**src/verilog/wdt_pkg.sv**
```systemverilog
// Package: register map, field layout and timing constants of the watchdog unit
package wdt_pkg;
   localparam int         ADDR_W          = 4;
   localparam int         DATA_W          = 8;
   // Register addresses
   localparam logic [3:0] ADDR_WDCTL      = 4'h0;
   localparam logic [3:0] ADDR_CLKCTL     = 4'h1;
   localparam logic [3:0] ADDR_IRQEN      = 4'h2;
   localparam logic [3:0] ADDR_UNLOCK     = 4'h3;
   localparam logic [3:0] ADDR_EVSTAT     = 4'h4;
   localparam logic [3:0] ADDR_EVMASK     = 4'h5;
   // watchdog_control fields
   localparam int         BIT_RESTART     = 0;
   localparam int         BIT_RST_EN      = 1;
   localparam int         BIT_CAUSE       = 2;
   localparam int         BIT_TIMEOUT     = 3;
   // clock_control interval field
   localparam int         BIT_SEL_LO      = 6;
   localparam int         BIT_SEL_HI      = 7;
   // irq enable register: watchdog enable and global enable
   localparam int         BIT_WD_IE       = 4;
   localparam int         BIT_GLOBAL_IE   = 7;
   // Event status bits
   localparam int         EV_TIMEOUT      = 0;
   localparam int         EV_WD_RESET     = 1;
   // Unlock sequence values
   localparam logic [7:0] UNLOCK_KEY1     = 8'hAA;
   localparam logic [7:0] UNLOCK_KEY2     = 8'h55;
   localparam int         UNLOCK_WIN      = 3;
   // Timing
   localparam int         CNT_W           = 26;
   localparam int         TAP0            = 17;
   localparam int         TAP1            = 20;
   localparam int         TAP2            = 23;
   localparam int         TAP3            = 26;
   localparam int         GRACE_CLKS      = 512;
   localparam int         CLKS_PER_MC     = 4;
   localparam int         MC_RESET        = 2;
   localparam int         RST_CLKS        = CLKS_PER_MC * MC_RESET;
   localparam logic [7:0] CLKCTL_RESET    = 8'h00;
endpackage

```
**src/verilog/watchdog_timeout_reset_unit.sv**
```systemverilog
// Watchdog divider chain with interval select, time-out flag and forced reset
// ================================================================
// Behaviour
// - The watchdog is a free-running counter on the system clock whose selected tap sets the time-out.
// - Each time-out sets the time-out flag; wd_irq_req is asked only with both enables set, irq with the time-out event mask bit alone.
// - Interrupt and reset paths are enabled separately and may be used in any combination.
// - Writing one to control bit 0 restarts the count and the bit reads back as zero.
// - The interval is chosen by bits 7 and 6 of the clock control register.
// - Codes 00, 01, 10 and 11 give 2^17, 2^20, 2^23 and 2^26 clocks.
// - After reset the interval is the shortest one, 2^17 clocks.
// - With reset enabled and no restart 512 clocks after a time-out, a system reset is raised.
// - The watchdog reset lasts two machine cycles and sets the reset cause flag at bit 2.
// - The time-out flag at bit 3 is cleared by software or by any reset.
// - The reset cause flag clears only by software or power reset and is untouched while disabled.
// - Clearing the reset enable stops only the reset function; the count keeps running.
// - Power reset disables the watchdog reset; a watchdog reset keeps it enabled but restarts the count.
// - As a plain timer the time-out flag is set again at the end of every interval.
// - The time-out flag, reset enable and restart bit are written only after the unlock sequence.
`timescale 1ns/1ps
module watchdog_timeout_reset_unit
   import wdt_pkg::*;
(
   input  wire logic                       ref_clk,
   input  wire logic                       rst_n,
   input  wire logic [wdt_pkg::ADDR_W-1:0] addr,
   input  wire logic [wdt_pkg::DATA_W-1:0] wdata,
   input  wire logic                       wr,
   input  wire logic                       rd,
   output logic      [wdt_pkg::DATA_W-1:0] rdata,
   output logic                            wd_irq_req,
   output logic                            sys_reset,
   output logic                            irq
);
   import wdt_pkg::*;

   // ================================================================
   // Reset synchroniser
   logic       rst_meta;
   logic       rst_sync_n;

   always_ff @(posedge ref_clk or negedge rst_n) begin
      if (!rst_n) begin
         rst_meta   <= 1'b0;
         rst_sync_n <= 1'b0;
      end else begin
         rst_meta   <= 1'b1;
         rst_sync_n <= rst_meta;
      end
   end

   // ================================================================
   // Register state
   logic [CNT_W-1:0] count;
   logic [1:0]       interval_sel;
   logic [7:0]       clkctl_low;
   logic             timeout_flag;
   logic             reset_enable;
   logic             reset_cause_flag;
   logic             extended_irq_enable;
   logic             global_irq_enable;
   logic [1:0]       ev_status;
   logic [1:0]       ev_mask;
   logic             grace_active;
   logic [9:0]       grace_cnt;
   logic [3:0]       rst_cnt;
   logic             wd_rst_active;

   typedef enum logic [1:0] {UL_IDLE, UL_KEY1, UL_OPEN} unlock_e;
   unlock_e          ul_state;
   logic [1:0]       ul_win;

   function automatic logic tap_hit(input logic [CNT_W-1:0] c, input logic [1:0] sel);
      logic [CNT_W-1:0] lim;
      lim = '0;
      case (sel)
         2'b00:   lim = CNT_W'((64'd1 << TAP0) - 64'd1);
         2'b01:   lim = CNT_W'((64'd1 << TAP1) - 64'd1);
         2'b10:   lim = CNT_W'((64'd1 << TAP2) - 64'd1);
         default: lim = CNT_W'((64'd1 << TAP3) - 64'd1);
      endcase
      // A shorter tap chosen while the count is already past it fires at once, not after a wrap
      return c >= lim;
   endfunction

   logic wr_ctl;
   logic unlocked;
   logic restart;
   logic timeout;
   logic grace_done;
   logic fire_reset;

   assign wr_ctl     = wr && (addr == ADDR_WDCTL);
   assign unlocked   = (ul_state == UL_OPEN);
   assign restart    = wr_ctl && unlocked && wdata[BIT_RESTART];
   assign timeout    = tap_hit(count, interval_sel);
   assign grace_done = grace_active && (grace_cnt == 10'(GRACE_CLKS - 1));
   // The reset path alone looks at reset_enable; the interrupt path never does
   assign fire_reset = grace_done && reset_enable && !restart && !wd_rst_active;

   // ================================================================
   // Timed-access unlock: two keys to the unlock address open a short window
   always_ff @(posedge ref_clk or negedge rst_sync_n) begin
      if (!rst_sync_n) begin
         ul_state <= UL_IDLE;
         ul_win   <= 2'b00;
      end else begin
         case (ul_state)
            UL_IDLE: begin
               if (wr && addr == ADDR_UNLOCK && wdata == UNLOCK_KEY1) begin
                  ul_state <= UL_KEY1;
               end
            end
            UL_KEY1: begin
               if (wr && addr == ADDR_UNLOCK && wdata == UNLOCK_KEY2) begin
                  ul_state <= UL_OPEN;
                  ul_win   <= 2'(UNLOCK_WIN);
               end else if (wr) begin
                  ul_state <= UL_IDLE;
               end
            end
            UL_OPEN: begin
               // Window closes after its cycles or after the protected write
               if (wr_ctl || ul_win == 2'b00) begin
                  ul_state <= UL_IDLE;
               end else begin
                  ul_win <= ul_win - 2'b01;
               end
            end
            default: ul_state <= UL_IDLE;
         endcase
      end
   end

   // ================================================================
   // Free-running divider chain
   always_ff @(posedge ref_clk or negedge rst_sync_n) begin
      if (!rst_sync_n) begin
         count <= '0;
      end else if (restart || fire_reset || timeout) begin
         count <= '0;
      end else begin
         count <= count + 1'b1;
      end
   end

   // ================================================================
   // Post time-out grace window
   always_ff @(posedge ref_clk or negedge rst_sync_n) begin
      if (!rst_sync_n) begin
         grace_active <= 1'b0;
         grace_cnt    <= '0;
      end else if (restart) begin
         grace_active <= 1'b0;
         grace_cnt    <= '0;
      end else if (timeout) begin
         grace_active <= 1'b1;
         grace_cnt    <= '0;
      end else if (grace_done) begin
         grace_active <= 1'b0;
      end else if (grace_active) begin
         grace_cnt <= grace_cnt + 10'd1;
      end
   end

   // ================================================================
   // Watchdog-forced reset pulse
   always_ff @(posedge ref_clk or negedge rst_sync_n) begin
      if (!rst_sync_n) begin
         wd_rst_active <= 1'b0;
         rst_cnt       <= '0;
      end else if (fire_reset) begin
         wd_rst_active <= 1'b1;
         rst_cnt       <= 4'(RST_CLKS - 1);
      end else if (wd_rst_active) begin
         if (rst_cnt == 4'h0) begin
            wd_rst_active <= 1'b0;
         end else begin
            rst_cnt <= rst_cnt - 4'h1;
         end
      end
   end

   // ================================================================
   // Control and status bits
   always_ff @(posedge ref_clk or negedge rst_sync_n) begin
      if (!rst_sync_n) begin
         timeout_flag <= 1'b0;
      end else if (timeout) begin
         timeout_flag <= 1'b1;
      end else if (fire_reset) begin
         timeout_flag <= 1'b0;
      end else if (wr_ctl && unlocked) begin
         timeout_flag <= wdata[BIT_TIMEOUT];
      end
   end

   // Power reset disables; watchdog reset leaves the enable alone
   always_ff @(posedge ref_clk or negedge rst_sync_n) begin
      if (!rst_sync_n) begin
         reset_enable <= 1'b0;
      end else if (wr_ctl && unlocked) begin
         reset_enable <= wdata[BIT_RST_EN];
      end
   end

   // Cause flag is not protected; software clears it with a plain write
   always_ff @(posedge ref_clk or negedge rst_sync_n) begin
      if (!rst_sync_n) begin
         reset_cause_flag <= 1'b0;
      end else if (fire_reset) begin
         reset_cause_flag <= 1'b1;
      end else if (wr_ctl) begin
         reset_cause_flag <= wdata[BIT_CAUSE];
      end
   end

   always_ff @(posedge ref_clk or negedge rst_sync_n) begin
      if (!rst_sync_n) begin
         interval_sel <= CLKCTL_RESET[BIT_SEL_HI:BIT_SEL_LO];
         clkctl_low   <= CLKCTL_RESET;
      end else if (wr && addr == ADDR_CLKCTL) begin
         interval_sel <= wdata[BIT_SEL_HI:BIT_SEL_LO];
         clkctl_low   <= {2'b00, wdata[5:0]};
      end
   end

   always_ff @(posedge ref_clk or negedge rst_sync_n) begin
      if (!rst_sync_n) begin
         extended_irq_enable <= 1'b0;
         global_irq_enable   <= 1'b0;
      end else if (wr && addr == ADDR_IRQEN) begin
         extended_irq_enable <= wdata[BIT_WD_IE];
         global_irq_enable   <= wdata[BIT_GLOBAL_IE];
      end
   end

   // ================================================================
   // Event status (write one to clear, set wins) and mask
   always_ff @(posedge ref_clk or negedge rst_sync_n) begin
      if (!rst_sync_n) begin
         ev_status <= 2'b00;
      end else begin
         for (int i = 0; i < 2; i++) begin
            if ((i == EV_TIMEOUT && timeout) || (i == EV_WD_RESET && fire_reset)) begin
               ev_status[i] <= 1'b1;
            end else if (wr && addr == ADDR_EVSTAT && wdata[i]) begin
               ev_status[i] <= 1'b0;
            end
         end
      end
   end

   always_ff @(posedge ref_clk or negedge rst_sync_n) begin
      if (!rst_sync_n) begin
         ev_mask <= 2'b00;
      end else if (wr && addr == ADDR_EVMASK) begin
         ev_mask <= wdata[1:0];
      end
   end

   // ================================================================
   // Registered outputs
   logic [7:0] next_rdata;

   always_comb begin
      next_rdata = 8'h00;
      if (rd) begin
         case (addr)
            ADDR_WDCTL:  next_rdata = {4'h0, timeout_flag, reset_cause_flag,
                                       reset_enable, 1'b0};
            ADDR_CLKCTL: next_rdata = {interval_sel, clkctl_low[5:0]};
            ADDR_IRQEN:  next_rdata = {global_irq_enable, 2'b00, extended_irq_enable, 4'h0};
            ADDR_UNLOCK: next_rdata = {7'h00, unlocked};
            ADDR_EVSTAT: next_rdata = {6'h00, ev_status};
            ADDR_EVMASK: next_rdata = {6'h00, ev_mask};
            default:     next_rdata = 8'h00;
         endcase
      end
   end

   always_ff @(posedge ref_clk or negedge rst_sync_n) begin
      if (!rst_sync_n) begin
         rdata      <= 8'h00;
         wd_irq_req <= 1'b0;
         sys_reset  <= 1'b0;
         irq        <= 1'b0;
      end else begin
         rdata      <= next_rdata;
         wd_irq_req <= timeout_flag && extended_irq_enable && global_irq_enable;
         sys_reset  <= fire_reset || (wd_rst_active && rst_cnt != 4'h0);
         irq        <= |(ev_status & ev_mask);
      end
   end
endmodule

```
**config.mk**
```make
export PLATFORM = sky130hd
export DESIGN_NAME = watchdog_timeout_reset_unit
export DESIGN_NICKNAME = d
export VERILOG_FILES = /design/src/verilog/wdt_pkg.sv /design/src/verilog/watchdog_timeout_reset_unit.sv
export SDC_FILE = /design/constraint.sdc
export NUM_CORES = 1
export LEC_CHECK = 0
export ABC_AREA = 1
export BUFFER_PORTS_ARGS = -buffer_cell sky130_fd_sc_hd__buf_2
export CAP_MARGIN = 20
export CORE_MARGIN = 10
export CORE_UTILIZATION = 58
export CTS_CLUSTER_DIAMETER = 50
export CTS_CLUSTER_SIZE = 10
export DETAILED_ROUTE_END_ITERATION = 8
export GPL_TIMING_DRIVEN = 1
export PLACE_DENSITY_LB_ADDON = 0.05
export SKIP_CTS_REPAIR_TIMING = 1
export SLEW_MARGIN = 20
export SYNTH_ARGS = -nofsm -noshare
export SYNTH_HDL_FRONTEND = slang
export SYNTH_SLANG_ARGS = --single-unit
export TNS_END_PERCENT = 30
```
**constraint.sdc**
```tcl
create_clock -name ref_clk -period 2.7 [get_ports ref_clk]
set_clock_uncertainty 0.15 [all_clocks]
set_input_delay 0 -clock ref_clk [delete_from_list [all_inputs] [get_ports ref_clk]]
set_output_delay 0 -clock ref_clk [all_outputs]
set_load 0.01 [all_outputs]
```
==> summary.txt <==
CORE AREA -> 6910 µm²
Setup violators final -> 0
Die X -> 105 µm
Clock transition at the registers of the reported paths -> 70 ps
Routed Wire Length -> 8190 µm
Vias in the first global route -> 3155
CTS Sinks -> 75
Largest area contributor in the netlist -> dfrtp_1
Tot GR Track Use -> 0.155
Initial Utilization -> 0.605
Num CTS Buffers -> 9
Gp weighted congestion -> 0.846
Area delta synth->final -> 14.1%
Initial DRC count -> 154
Pwr Total -> 2.34 mW
Post-Synth Simple-Gate Area -> 0.334
Die Y -> 105 µm
Avg WL per Cell -> 13.0 µm
Cells after Synth -> 480
Yosys cell types -> 43
Xor and xnor area share after synthesis -> 0.0482
MaxCap Viol Count -> 0
Post-Syn Area -> 4180 µm²
I/O Pins -> 27
Seq cells post-synth -> 75
Largest family of logic cells by synthesized area -> simple AND/OR/NAND/NOR gates
Via count -> 3206
Final Cycle Share -> 0.840
Largest net degree at the start of global routing -> 74
Run status -> finished, violations left
Setup TNS -> 0 ps
Hold Crit Start -> addr[0]
Critical Path Slowest Stage Cell -> dlygate4sd3_1
Final setup margin -> 431 ps
Die ar. -> 11000 µm²
Grt total ovfl -> 0
Hold Worst Slack -> -2.45 ps
Number of antenna violations at the first check in global routing -> 0
Mux share of post-synthesis cell area -> 0.00239
Number of antenna diodes -> 0
Post-layout net count -> 557
Port Buf Inserts -> 26
Critical path depth -> 10
PD cells -> 491 nW/µm²
Worst Setup Path Type -> in -> reg
Synth top area cells -> dfrtp_1 (45%), nand2_1 (8.4%), nor2_4 (7.5%)
Syn Area/Cell -> 8.71 µm²
DRT Pass-1 Iters -> 5
Rows -> 30
CP max stage delay -> 560 ps
Compound-gate portion of the synthesized area -> 0.0632
CP Data Required Time -> 2780 ps
Placed cell area -> 4430 µm²
Clock Latency Late Sink -> 350 ps
Leakage power -> 2.23 nW
Top cell type's share of synthesized area -> 0.449
Worst Setup End Kind -> flip-flop
Adder-cell area share of the yosys netlist -> 0.0299
Final min period -> 2270 ps
Kind of path behind the tightest hold check -> in -> reg
Fmax -> 441 MHz
Crit path launch -> addr[3]
Crit-path cells -> dlygate4sd3_1 -> buf_2 -> nor2_4 -> dlygate4sd3_1 -> nand3_1 -> dlygate4sd3_1 -> inv_1 -> nand2_1 -> nand2_1 -> o21ai_0
RSZ-0062 raised after global routing -> no
Dpl hpwl -> 5920 µm
Max Slew Vio Count -> 0
Warning count from the yosys run -> 0
Failing checks -> hold timing
DRT antenna net count -> 0
Post-synthesis net count -> 506
Critical Path Start Type -> input port
TritonCTS clock tree -> done
WP buf/inv -> 5
Worst path most repeated cell -> dlygate4sd3_1
Reg2Reg Launch Point -> interval_sel[1]
Top Family by Delay on Critical Path -> buffers and inverters
Critical path data arrival time -> 2350 ps
VDD IR max -> 0.315 mV
Fin. Hold Viols -> 1
Max clock buf depth -> 2
H-tree depth reported by CTS -> 3
Fraction of layout cells with a size suffix above 1 -> 0.190
Fin area -> 4770 µm²
R2R depth -> 12
Worst Path Max Fanout -> 4
First-pass GRT wire length -> 14500 µm
Pre-CTS WS -> 473 ps
Register area share after synthesis -> 0.449
Avg Vias per Cell -> 5.07
DRC viols -> 0
Hold path depth -> 6
CTS root buf -> clkbuf_8
-- worst paths after layout --
check,to,slack (ps)
worst min-delay path,rdata[3],-2
max in group asynchronous,rst_sync_n,1910
worst max register to register,grace_cnt[3],480
worst max-delay path,extended_irq_enable,430
worst min register to register,count[9],110
min in group asynchronous,count[9],110
-- per-layer routing --
| layer | vias up | part of all wire | GRT usage |
|---|---|---|---|
| li1 | 1649 | - | - |
| met1 | 1506 | 0.48 | 0.204 |
| met2 | 37 | 0.47 | 0.240 |
| met3 | 14 | 0.032 | 0.0362 |
| met4 | 0 | 0.016 | 0.0598 |
| met5 | - | 0 | 0 |
-- area by class of cell --
cell class | instances | area (µm²)
Multi-Input combinational cell | 339 | 2000
Timing Repair Buffer | 48 | 375
Clock buffer | 10 | 128
Sequential cell | 75 | 1880
Clock inverter | 6 | 41.3
Inverter | 58 | 225
Fill cell | 597 | 2140
Tap cell | 96 | 120
-- flip-flops by register name, indices dropped and copies added, names as in the netlist, 2 cells and up --
signal	count
count	26
grace_cnt	10
rdata	8
clkctl_low	6
rst_cnt	4
ev_mask	2
ev_status	2
interval_sel	2
ul_state	2
ul_win	2
-- stage by stage --
step,utilization,hold WS (ps),std cells
global placement,0.641,-365,599
floorplan,-,-446,480
detailed placement,0.641,-362,599
CTS,0.666,-737,615
global route,0.691,30.4,632
finish,0.691,-2.45,632
-- synth_stat cells, drive strengths merged --
| library cell | count |
|---|---|
| a211oi | 1 |
| buf | 7 |
| dfrtp | 75 |
| o211ai | 1 |
| nor4 | 1 |
| nand3 | 25 |
| ha | 10 |
| nand3b | 3 |
| a21oi | 11 |
| xor2 | 13 |
| xnor2 | 10 |
| and3 | 1 |
| nand4 | 21 |
| o21bai | 1 |
| clkbuf | 1 |
| a31o | 1 |
| o22ai | 3 |
| conb | 1 |
| nand2 | 100 |
| inv | 57 |
| nor3 | 15 |
| clkinv | 1 |
| nor2 | 89 |
| mux2i | 1 |
| a221oi | 1 |
| o21ai | 30 |
-- report_power, final --
group          switching, mW  total (mW)  internal, mW
Combinational          0.204       0.333         0.128
Clock                  0.423       0.756         0.333
Sequential            0.0472        1.25          1.21
Total                  0.675        2.34          1.67
-- cells in the final DEF, fill, tap and decap left out, types with 6 or more instances in the layout --
| master | netlist | layout |
|---|---|---|
| nand2_2 | 6 | 6 |
| nor2_1 | 56 | 56 |
| dlygate4sd3_1 | 0 | 17 |
| buf_2 | 2 | 26 |
| nand2_1 | 93 | 93 |
| nor2_4 | 28 | 28 |
| nand3_1 | 20 | 20 |
| ha_1 | 10 | 10 |
| nand4_1 | 20 | 20 |
| a21oi_1 | 11 | 11 |
| o21ai_0 | 25 | 25 |
| dfrtp_1 | 75 | 74 |
| nor3_1 | 14 | 14 |
| xnor2_1 | 10 | 10 |
| inv_1 | 52 | 52 |
| clkbuf_8 | 0 | 9 |
| xor2_1 | 13 | 13 |
-- cells by family after synthesis --
kind of cell	Yosys count
AO/OA/AOI/OAI	49
XOR/XNOR	23
adder cells (fa/ha/maj)	10
buffers and inverters	66
flip-flops	75
multiplexers	1
other	1
AND/OR/NAND/NOR	255
-- worst reg2reg max path, stage by stage (launching register included) --
cell     delay (ps)
dfrtp_1         500
nand2_1         150
ha_1            340
inv_1            50
nor2_1           90
nand2_1          70
nor2_1          120
nand3_1         120
nor2_4          120
nor2_4           50
buf_4           170
nand2_1         120
nor2_1           60
(Power assumes the default switching activity.)
